==> src/rtl/port_status_pkg.sv <==
// constants and types of the port change and interrupt status block
// assumes an ahb-lite host with 32-bit data, one word per register
package port_status_pkg;
    // register indices; byte address is index times four
    localparam logic [5:0] IDX_AUX = 6'h04;
    localparam logic [5:0] IDX_ISR = 6'h05;
    localparam logic [5:0] IDX_ICLR = 6'h06;
    localparam logic [5:0] IDX_OSET = 6'h0e;
    localparam logic [5:0] IDX_OCLR = 6'h0f;
    localparam int IDX_LSB = 2;
    localparam int IDX_MSB = 7;
    // aux control fields
    localparam int AUX_BAUD = 7;
    localparam int AUX_MODE_MSB = 6;
    localparam int AUX_MODE_LSB = 4;
    localparam int AUX_TIMER = 6;
    localparam int AUX_EN_MSB = 3;
    // interrupt status bit positions
    localparam int ISR_TXA = 0;
    localparam int ISR_RXA = 1;
    localparam int ISR_BRKA = 2;
    localparam int ISR_CTR = 3;
    localparam int ISR_TXB = 4;
    localparam int ISR_RXB = 5;
    localparam int ISR_BRKB = 6;
    localparam int ISR_CHG = 7;
    // change flags sit above the live levels
    localparam int CHG_LSB = 4;
    // reset values
    localparam logic [7:0] AUX_RST = 8'h00;
    localparam logic [7:0] OUT_RST = 8'h00;
    localparam logic [7:0] ISR_RST = 8'h00;
    localparam logic [7:0] IMR_RST = 8'h00;
    localparam logic [31:0] RD_ZERO = 32'h0000_0000;
    // ahb-lite codes
    localparam logic [1:0] HTRANS_NONSEQ = 2'h2;
    // counter/timer mode field codes
    localparam logic [2:0] MODE_CTR_IN2 = 3'h0;
    localparam logic [2:0] MODE_CTR_CHAN_A = 3'h1;
    localparam logic [2:0] MODE_CTR_CHAN_B = 3'h2;
    localparam logic [2:0] MODE_CTR_XTAL16 = 3'h3;
    localparam logic [2:0] MODE_TMR_IN2 = 3'h4;
    localparam logic [2:0] MODE_TMR_IN2_16 = 3'h5;
    localparam logic [2:0] MODE_TMR_XTAL = 3'h6;
    localparam logic HRESP_OKAY = 1'h0;
    // counter/timer clock sources
    typedef enum logic [2:0] {
        SRC_IN2 = 3'h0,
        SRC_IN2_DIV16 = 3'h1,
        SRC_CHAN_A = 3'h2,
        SRC_CHAN_B = 3'h3,
        SRC_XTAL = 3'h4,
        SRC_XTAL_DIV16 = 3'h5
    } ct_src_t;
endpackage

==> src/rtl/port_change_status.sv <==
// output port image, aux control, input change flags and interrupt status
// assumes a single ahb-lite master; in_pins are asynchronous to hclk,
// channel event and level inputs are synchronous to hclk
//
// The implementer's own choice: the AHB-Lite register port.
`timescale 1ns/1ns
`default_nettype none

// Behaviour
// - output pins drive the inverted image bits
// - image changes only via set/clear writes
// - set register forces written ones high
// - clear register forces written ones low
// - aux bit 7 picks baud-rate set
// - modes 000-011 counter with four sources
// - modes 100-111 timer with four sources
// - timer mode yields square wave output
// - aux bits 3-0 gate changes into status 7
// - status 7 interrupts only when mask 7 set
// - change flags 7-4 set on pin changes
// - reading change register clears change flags
// - reading change register clears status bit 7
// - change register bits 3-0 show live pins
// - irq low when status and mask bits match
// - status reads ignore the mask
// - reset clears the interrupt status
// - status 7 set on enabled pin change
module port_change_status (
    // clock and reset
    input wire logic hclk,
    input wire logic hresetn,
    // ahb-lite slave
    input wire logic hsel,
    input wire logic [31:0] haddr,
    input wire logic [1:0] htrans,
    input wire logic hwrite,
    input wire logic [2:0] hsize,
    input wire logic [31:0] hwdata,
    input wire logic hready,
    output logic hreadyout,
    output logic hresp,
    output logic [31:0] hrdata,
    // general purpose pins
    input wire logic [3:0] in_pins,
    output logic [7:0] out_pins,
    // channel and counter interrupt sources
    input wire logic tx_a_int,
    input wire logic rx_a_int,
    input wire logic tx_b_int,
    input wire logic rx_b_int,
    input wire logic brk_a_evt,
    input wire logic brk_b_evt,
    input wire logic ctr_ready_evt,
    // counter/timer and baud-rate controls
    output logic baud_set_sel,
    output logic ct_timer_mode,
    output port_status_pkg::ct_src_t ct_clk_src,
    output logic ct_square_wave_en,
    // interrupt
    output logic irq_out_n
);
    import port_status_pkg::*;

    logic [7:0] aux_control_r;
    logic [7:0] output_port_image_r;
    logic [7:0] interrupt_status_r;
    logic [7:0] interrupt_status_nxt;
    logic [7:0] interrupt_mask_r;
    logic [3:0] chg_flag_r;
    logic [3:0] pin_sync_r;
    logic [3:0] cos_pulse;
    logic [7:0] irq_pending;
    logic [2:0] aux_mode;
    logic [3:0] aux_pin_en;
    logic [7:0] rd_byte;
    logic [31:0] hrdata_r;
    logic irq_n_r;
    logic baud_r;
    logic timer_r;
    ct_src_t src_r;
    ct_src_t src_nxt;

    // address phase
    logic addr_ok;
    logic rd_take;
    logic wr_take;
    logic rd_stall;
    logic [5:0] addr_idx;
    logic [5:0] wr_idx_r;
    logic wr_pend_r;
    logic [7:0] wbyte;
    logic chg_read;

    // write strobes, valid in the data phase of a write
    logic wr_aux;
    logic wr_mask;
    logic wr_iclr;

    assign addr_idx = haddr[IDX_MSB:IDX_LSB];
    assign addr_ok = hsel && (htrans == HTRANS_NONSEQ);
    // a read right behind a write waits one cycle so it sees the write
    assign rd_stall = addr_ok && !hwrite && wr_pend_r;
    assign rd_take = addr_ok && !hwrite && hready && !wr_pend_r;
    assign wr_take = addr_ok && hwrite && hready;
    assign wbyte = hwdata[7:0];
    assign chg_read = rd_take && (addr_idx == IDX_AUX);
    assign wr_aux = wr_pend_r && (wr_idx_r == IDX_AUX);
    assign wr_mask = wr_pend_r && (wr_idx_r == IDX_ISR);
    assign wr_iclr = wr_pend_r && (wr_idx_r == IDX_ICLR);

    assign hreadyout = !rd_stall;
    assign hresp = HRESP_OKAY;
    assign hrdata = hrdata_r;

    // write address held into the data phase
    always_ff @(posedge hclk or negedge hresetn) begin
        if (!hresetn) begin
            wr_pend_r <= 1'b0;
            wr_idx_r <= 6'h00;
        end else begin
            wr_pend_r <= wr_take;
            if (wr_take) begin
                wr_idx_r <= addr_idx;
            end
        end
    end

    // per-pin synchroniser, edge detector and sticky change flag
    genvar g;
    generate
        for (g = 0; g < 4; g++) begin : g_pin
            pin_watch i_watch (
                .hclk(hclk),
                .hresetn(hresetn),
                .pin(in_pins[g]),
                .level(pin_sync_r[g]),
                .change(cos_pulse[g])
            );
            // a new change beats the clearing read
            event_flag i_flag (
                .hclk(hclk),
                .hresetn(hresetn),
                .raise(cos_pulse[g]),
                .lower(chg_read),
                .flag(chg_flag_r[g])
            );
        end
    endgenerate

    // aux control
    always_ff @(posedge hclk or negedge hresetn) begin
        if (!hresetn) begin
            aux_control_r <= AUX_RST;
        end else if (wr_aux) begin
            aux_control_r <= wbyte;
        end
    end

    assign aux_mode = aux_control_r[AUX_MODE_MSB:AUX_MODE_LSB];
    assign aux_pin_en = aux_control_r[AUX_EN_MSB:0];

    // output image, set and clear writes only
    always_ff @(posedge hclk or negedge hresetn) begin
        if (!hresetn) begin
            output_port_image_r <= OUT_RST;
        end else if (wr_pend_r) begin
            case (wr_idx_r)
                IDX_OSET: begin
                    output_port_image_r <= output_port_image_r | wbyte;
                end
                IDX_OCLR: begin
                    output_port_image_r <= output_port_image_r & ~wbyte;
                end
                default: begin
                    output_port_image_r <= output_port_image_r;
                end
            endcase
        end
    end

    assign out_pins = ~output_port_image_r;

    // interrupt mask
    always_ff @(posedge hclk or negedge hresetn) begin
        if (!hresetn) begin
            interrupt_mask_r <= IMR_RST;
        end else if (wr_mask) begin
            interrupt_mask_r <= wbyte;
        end
    end

    // interrupt status: sticky bits clear by write-one, sets win
    always_comb begin
        logic [7:0] clr;
        clr = 8'h00;
        if (wr_iclr) begin
            clr = wbyte;
        end
        interrupt_status_nxt = interrupt_status_r & ~clr;
        if (chg_read) begin
            interrupt_status_nxt[ISR_CHG] = 1'b0;
        end
        if (|(cos_pulse & aux_pin_en)) begin
            interrupt_status_nxt[ISR_CHG] = 1'b1;
        end
        if (brk_a_evt) begin
            interrupt_status_nxt[ISR_BRKA] = 1'b1;
        end
        if (brk_b_evt) begin
            interrupt_status_nxt[ISR_BRKB] = 1'b1;
        end
        if (ctr_ready_evt) begin
            interrupt_status_nxt[ISR_CTR] = 1'b1;
        end
        // level sources follow their inputs
        interrupt_status_nxt[ISR_TXA] = tx_a_int;
        interrupt_status_nxt[ISR_RXA] = rx_a_int;
        interrupt_status_nxt[ISR_TXB] = tx_b_int;
        interrupt_status_nxt[ISR_RXB] = rx_b_int;
    end

    always_ff @(posedge hclk or negedge hresetn) begin
        if (!hresetn) begin
            interrupt_status_r <= ISR_RST;
        end else begin
            interrupt_status_r <= interrupt_status_nxt;
        end
    end

    // interrupt line, one cycle behind the status
    assign irq_pending = interrupt_status_r & interrupt_mask_r;

    always_ff @(posedge hclk or negedge hresetn) begin
        if (!hresetn) begin
            irq_n_r <= 1'b1;
        end else begin
            irq_n_r <= ~|irq_pending;
        end
    end

    assign irq_out_n = irq_n_r;

    // counter/timer mode decode
    always_comb begin
        case (aux_mode)
            MODE_CTR_IN2: src_nxt = SRC_IN2;
            MODE_CTR_CHAN_A: src_nxt = SRC_CHAN_A;
            MODE_CTR_CHAN_B: src_nxt = SRC_CHAN_B;
            MODE_CTR_XTAL16: src_nxt = SRC_XTAL_DIV16;
            MODE_TMR_IN2: src_nxt = SRC_IN2;
            MODE_TMR_IN2_16: src_nxt = SRC_IN2_DIV16;
            MODE_TMR_XTAL: src_nxt = SRC_XTAL;
            default: src_nxt = SRC_XTAL_DIV16;
        endcase
    end

    always_ff @(posedge hclk or negedge hresetn) begin
        if (!hresetn) begin
            baud_r <= 1'b0;
            timer_r <= 1'b0;
            src_r <= SRC_IN2;
        end else begin
            baud_r <= aux_control_r[AUX_BAUD];
            timer_r <= aux_control_r[AUX_TIMER];
            src_r <= src_nxt;
        end
    end

    assign baud_set_sel = baud_r;
    assign ct_timer_mode = timer_r;
    assign ct_clk_src = src_r;
    assign ct_square_wave_en = timer_r;

    // read byte selected in the address phase
    always_comb begin
        rd_byte = 8'h00;
        case (addr_idx)
            IDX_AUX: begin
                rd_byte = {chg_flag_r, pin_sync_r};
            end
            IDX_ISR: begin
                rd_byte = interrupt_status_r;
            end
            IDX_OSET, IDX_OCLR: begin
                rd_byte = output_port_image_r;
            end
            IDX_ICLR: begin
                rd_byte = interrupt_mask_r;
            end
            default: begin
                rd_byte = 8'h00;
            end
        endcase
    end

    // captured at the address phase edge, stands until the next read is taken
    always_ff @(posedge hclk or negedge hresetn) begin
        if (!hresetn) begin
            hrdata_r <= RD_ZERO;
        end else if (rd_take) begin
            hrdata_r <= {RD_ZERO[31:8], rd_byte};
        end
    end

    logic unused;
    assign unused = ^{haddr[31:8], haddr[1:0], hsize, hwdata[31:8]};
endmodule

// two-flop synchroniser with a one-cycle change pulse for one input pin
module pin_watch (
    // clock and reset
    input wire logic hclk,
    input wire logic hresetn,
    // asynchronous pin
    input wire logic pin,
    // synchronised level and change pulse
    output logic level,
    output logic change
);
    logic meta_r;
    logic sync_r;
    logic prev_r;

    // only sync_r reads meta_r, so nothing sees a metastable value
    always_ff @(posedge hclk or negedge hresetn) begin
        if (!hresetn) begin
            meta_r <= 1'b0;
            sync_r <= 1'b0;
            prev_r <= 1'b0;
        end else begin
            meta_r <= pin;
            sync_r <= meta_r;
            prev_r <= sync_r;
        end
    end

    assign level = sync_r;
    assign change = sync_r ^ prev_r;
endmodule

// sticky flag: a raise in the same cycle as a lower wins
module event_flag (
    // clock and reset
    input wire logic hclk,
    input wire logic hresetn,
    // controls
    input wire logic raise,
    input wire logic lower,
    // state
    output logic flag
);
    logic flag_r;

    always_ff @(posedge hclk or negedge hresetn) begin
        if (!hresetn) begin
            flag_r <= 1'b0;
        end else if (raise) begin
            flag_r <= 1'b1;
        end else if (lower) begin
            flag_r <= 1'b0;
        end
    end

    assign flag = flag_r;
endmodule

`default_nettype wire

==> config.mk <==
export PLATFORM = sky130hd
export DESIGN_NAME = port_change_status
export DESIGN_NICKNAME = d
export VERILOG_FILES = /design/src/rtl/port_status_pkg.sv /design/src/rtl/port_change_status.sv
export SDC_FILE = /design/constraint.sdc
export NUM_CORES = 1
export LEC_CHECK = 0
export BUFFER_PORTS_ARGS = -buffer_cell sky130_fd_sc_hd__buf_2
export CAP_MARGIN = 30
export CORE_UTILIZATION = 48
export CTS_BUF_LIST = sky130_fd_sc_hd__clkbuf_4 sky130_fd_sc_hd__clkbuf_8
export DETAILED_ROUTE_END_ITERATION = 6
export PLACE_DENSITY_LB_ADDON = 0.08
export SLEW_MARGIN = 10
export SYNTH_ARGS = -nofsm -noshare
export SYNTH_HDL_FRONTEND = slang
export SYNTH_SLANG_ARGS = --single-unit
==> constraint.sdc <==
create_clock -name hclk -period 2.3 [get_ports hclk]
set_input_delay 0.345 -clock hclk [delete_from_list [all_inputs] [get_ports hclk]]
set_output_delay 0.345 -clock hclk [all_outputs]
set_load 0.1 [all_outputs]
==> results_dict.tcl, run 1 <==
set metrics [dict create \
    clock_latency_ns 0.34 \
    routed-via-count 2020 \
    postCtsSetupBuffers 0 \
    hp-class "primary input to asynchronous set/reset pin" \
    cts_sinks 69 \
    worst_ep_required_time_ns 2.52 \
    gr-total-overflow 0 \
    cts_tree "done" \
    grt_pass1_vias 1754 \
    synth_top_area_cell "dfrtp_1" \
    synth_compound_area_share_pct 13.0 \
    hold_viol 0 \
    rsz0062_at_grt "false" \
    leakagePower_uw 0.00166 \
    die_width_um 81.0 \
    synth-xor-area-share_pct 1.46 \
    antenna_cells 0 \
    grt_pass1_wl_mm 9.25 \
    clock_path_buffers 2 \
    synthToLayoutAreaGrowth_pct 17.2 \
    ys.warnings.count 0 \
    ctsResizeCount 0 \
    synth_top_area_share_pct 56.8 \
    synth.mux.area_fraction_pct 11.7 \
    clock.fmax_mhz 602 \
    grt_usage_pct 19.9 \
    critPathMaxFanout 12 \
    initial_core_util_pct 50.3 \
    clockRootBuffer "clkbuf_8" \
    synth_top_family_by_area "compound AO/OA/AOI/OAI gates" \
    final.min_clock_period_ns 1.66 \
    drive_above_1_share_pct 35.2 \
    cts_inserted_buffers 9 \
    hold_slack_ns 0.0394 \
    io_pins 134 \
    synth_cell_types 36 \
    layout.nets 390 \
    worstPathArrival_ns 1.88 \
    core_mm2 0.00596 \
    viasPerCell 5.25 \
    postRouteWirelength_mm 5.87 \
    ant_nets 0 \
    drtIter0Drc 136 \
    cts_hold_buf 0 \
    setup_viol 0 \
    synth.area.top_cells "dfrtp_1, mux2_2, buf_4" \
    htreeDepth 3 \
    dpl.hpwl_mm 4.13 \
    yosysSeqAreaShare_pct 57.7 \
    status "complete, no violations" \
    design.die.area_mm2 0.00656 \
    start_kind "flop" \
    r2r_setup_slack_ns 0.64 \
    clk_pin_slew_ns 0.07 \
    ir_drop_mv 0.513 \
    fin_crit_sh_pct 72.2 \
    antenna_found_initial 0 \
    die_y_um 81.0 \
    fin_tns_setup_ns 0 \
    globalplace.congestion 0.747 \
    drc 0 \
    drt_pass1_iterations 4 \
    portBuffers 55 \
    slew_violations 0 \
    critPathKind "flop to flop" \
    end_kind "flop" \
    dpl.cell_count 369 \
    max-cap-violations 0 \
    total_power_uw 2860 \
    grt_max_degree 40 \
    wl_per_cell_um 15.2 \
    syn-instance-count 240 \
    fin_skew_ns 0.00883 \
    powerDensity_mw_per_mm2 816 \
    synth_fa_ha_area_share_pct 0 \
    slew_headroom_pct 55.5 \
    worstMarginPinSlew_ns 0.667 \
    fin_cells 385 \
    syn_area_per_cell_um2 12.5 \
    synth_area_mm2 0.00300 \
    synth-seq-cells 69 \
    row_count 28 \
    yosys.area_share.simple_pct 6.85 \
]
==> final timing paths <==
| kind | start | endpoint | depth (start not counted) |
|---|---|---|---|
| max in group asynchronous | hresetn | asynchronous set/reset pin | 2 |
| max | wr_idx_r[0] | aux_control_r[2] | 3 |
| min reg2reg | g_pin[3].i_watch.meta_r | g_pin[3].i_watch.level | 0 |
| min | hresetn | interrupt_status_r[0] | 1 |
| min in group hclk | rx_b_int | interrupt_status_r[5] | 1 |
| max reg2reg | wr_idx_r[0] | aux_control_r[2] | 3 |
==> final cells by class <==
type,count,area [um2]
timing repair buffer,64,355
fill,529,2440
clock inverter,5,58.8
sequential,69,1730
inverter,11,41.3
tap,75,93.8
multi-input combinational,150,1080
clock buffer,11,151
==> cells in the mapped netlist <==
library cell  number
nand2_1            7
buf_6              1
a21oi_1           15
nor3b_1            7
dfrtp_1           68
or3_1              1
or3b_1             1
nand3b_1           1
o21a_1             1
nor4_2             1
xnor2_1            1
nor3_1             3
mux2i_1            9
xor2_1             4
buf_1              1
buf_2              1
buf_4             26
a22oi_1            7
a22o_1             8
a21o_1             4
a31o_1             1
inv_1             11
clkbuf_1           5
nand3_1            3
conb_1             1
dfstp_2            1
mux2_2            23
nand4bb_1          1
and3b_1            1
a21o_2             3
or3_4              1
nor4_1             1
and4_1             1
a41oi_1            8
o22ai_1            8
nor2_1             4
==> critical path, cell delays in order, from the launching register on <==
cell	delay, ns
dfrtp_1	0.55
nor4_2	0.42
buf_4	0.23
mux2_2	0.34
==> cells in the final DEF, fill, tap and decap left out, drive strengths merged, types with 4 or more instances in the layout <==
cell     n
inv     11
nor2     4
conb    25
xor2     4
mux2i    9
a41oi    8
a21o     7
nor3b    7
a22oi    7
nand2    7
o22ai    8
buf     64
a22o     8
clkbuf  11
mux2    23
a21oi   15
dfrtp   68
==> logic make-up (layout without fill, tap and decap cells) <==
logic type                count (synthesis)  in the layout
AOI/OAI and AO/OA                        55             55
DFF                                      69             69
xor gates and xnor gates                  5              5
muxes                                    32             32
and+or+nand+nor                          33             33
other                                     1             25
buffers and inverters                    45             91
==> stage by stage <==
step / utilization (%) / setup slack, ns / area, um2
floorplan: - / 0.456 / 3090
global placement: 55.4 / 0.393 / 3300
detailed placement: 55.4 / 0.382 / 3300
CTS: 58.9 / 0.626 / 3510
global route: 58.9 / 0.474 / 3510
finish: 58.9 / 0.640 / 3510
==> power by group <==
group          total, uW  switching, uW  internal, uW
clock               1020            456           560
combinational        479            373           106
sequential          1370           79.2          1290
total               2860            908          1960
==> metal layers <==
metal,vias up,part of all wire (%),GRT usage [%]
met1,976,48,28.3
met5,-,0,0
met2,85,45,28.7
li1,950,-,-
met3,9,5.5,4.83
met4,0,1.7,9.11
Power figures use the tool's default switching activity.
==> run 2: changes to the inputs <==
CORE_UTILIZATION = 44   (was 48)
clock period = 1.5 ns   (was 2.3 ns; I/O delays follow)
==> results_dict.tcl, run 2 (same netlist as run 1, synthesis figures left out) <==
set metrics [dict create \
    status "finished, violations left" \
    violations "DRC, setup timing" \
    worstMarginPinSlew_ns 0.528 \
    clock_latency_ns 0.34 \
    initial_core_util_pct 46.4 \
    mostFrequentLayoutCell "dfrtp_1" \
    placed_area_mm2 0.00350 \
    r2r_setup_slack_ns -0.02 \
    row_count 29 \
    critPathKind "flop to flop" \
    p_comb_share_pct 19.0 \
    wl_per_cell_um 15.7 \
    total_power_uw 4510 \
    grt_usage_pct 20.0 \
    die_y_um 84.5 \
    setup_viol 7 \
    hp-class "primary input to flop" \
    cts_inserted_buffers 9 \
    dpl.cell_count 386 \
    die_width_um 84.5 \
    drtIter0Drc 127 \
    fin_crit_sh_pct 101 \
    cts_sinks 69 \
    portBuffers 55 \
    fin_ws_ns -0.0213 \
    antenna_cells 0 \
    fin_skew_ns 0.00950 \
    switchingPower_uw 1380 \
    clockRootBuffer "clkbuf_8" \
    design.die.area_mm2 0.00714 \
    grt_pass1_vias 2092 \
    intPower_uw 3140 \
    postRouteWirelength_mm 6.44 \
    p_clk_share_pct 34.7 \
    io_pins 134 \
    p_sw_share_pct 30.5 \
    leakagePower_uw 0.00182 \
    grt_pass1_wl_mm 10.6 \
    clock_path_buffers 2 \
    design_area_mm2 0.00385 \
    final.min_clock_period_ns 1.52 \
    worstPathArrival_ns 1.75 \
    powerDensity_mw_per_mm2 1170 \
    worst_ep_required_time_ns 1.73 \
    routed-via-count 2122 \
    ant_nets 0 \
    globalplace.congestion 0.799 \
    critPathMaxFanout 4 \
    drc 13 \
    ir_drop_mv 0.677 \
    htreeDepth 3 \
    power_frac_seq_pct 46.3 \
    antenna_found_initial 0 \
    max-cap-violations 0 \
    core_mm2 0.00646 \
    cts_tree "done" \
    viasPerCell 5.16 \
    dpl.hpwl_mm 4.70 \
    start_kind "flop" \
    rsz0062_at_grt "true" \
    fin_cells 411 \
    end_kind "flop" \
    clk_pin_slew_ns 0.07 \
    final_cell_mix "dfrtp_1, buf_2, conb_1, mux2_2, buf_4" \
    drive_above_1_share_pct 38.9 \
    gr-total-overflow 0 \
    slew_headroom_pct 64.8 \
    slew_violations 0 \
    grt_max_degree 28 \
    clock.fmax_mhz 657 \
    hold_viol 0 \
    synthToLayoutAreaGrowth_pct 28.5 \
    layout.nets 414 \
    drt_pass1_iterations 7 \
]
==> run 2: changes by cell type in the layout (fill, tap and decap cells not counted), sizes merged <==
cell / before / now
buf: 64 / 76
clkbuf: 11 / 17
clkinv: 2 / 1
clkinvlp: 2 / 0
dlygate4sd3: 0 / 9
==> run 2: repair_timing <==
item | 4_1_cts | 5_1_grt
buffers inserted | 0 | 0
hold buffers | 9 | 0
hold endpoints to repair | 26 | 0
pin swaps | 2 | 4
gates resized for setup | 10 | 5
endpoints found under the setup margin | 18 | 26
==> run 2: through the flow <==
step | setup WS, ns | setup TNS (ns) | hold WS (ns) | utilization (%)
after CTS | -0.0153 | -0.0386 | 0.0524 | 59.4
after detailed placement | -0.295 | -3.16 | 0.228 | 54.2
final | -0.0213 | -0.0639 | 0.0653 | 59.6
after global placement | -0.278 | -2.97 | 0.215 | 54.2
after global routing | -0.0744 | -1.05 | 0.0605 | 59.6
after floorplan | -0.224 | -1.62 | -0.0706 | -
==> run 2: final timing paths <==
kind                            cells past startpoint                    start                          to
worst max register to register                      4              wr_idx_r[4]            aux_control_r[5]
worst min-delay path                                2                brk_a_evt       interrupt_status_r[2]
max in group asynchronous                           3                  hresetn                   irq_out_n
worst min register to register                      0  g_pin[2].i_watch.meta_r      g_pin[2].i_watch.level
min in group asynchronous                           2                  hresetn  asynchronous set/reset pin
worst max-delay path                                4              wr_idx_r[4]            aux_control_r[5]
==> run 2: layout make-up <==
class / instances / area (um2)
inverters: 11 / 41.3
well taps: 77 / 96.3
flip-flops and latches: 69 / 1730
clock inverters: 2 / 35.0
fillers: 538 / 2610
multi-input cells: 150 / 1140
repair buffers: 88 / 632
clock buffers: 14 / 174
==> run 2: layer usage <==
metal | vias up | global-route usage (%) | part of all wire (%)
met5 | - | 0 | 0
met4 | 0 | 9.24 | 1.9
met3 | 12 | 4.42 | 5.0
met2 | 77 | 30.6 | 46
met1 | 1037 | 27.3 | 47
li1 | 996 | - | -
==> run 2: power by group through the flow <==
stage | logic (uW) | registers (uW) | clock network [uW]
floorplan | 592 | 2180 | 0
global placement | 825 | 2120 | 0
detailed placement | 832 | 2120 | 0
CTS | 861 | 2090 | 1610
global route | 907 | 2110 | 1690
finish | 857 | 2090 | 1560
==> run 2: worst max-delay path, stage by stage, from the launching register on <==
cell and delay, ns:
dfrtp_1 0.39, nand4bb_4 0.28, nor4_4 0.22, buf_4 0.19
mux2_2 0.33
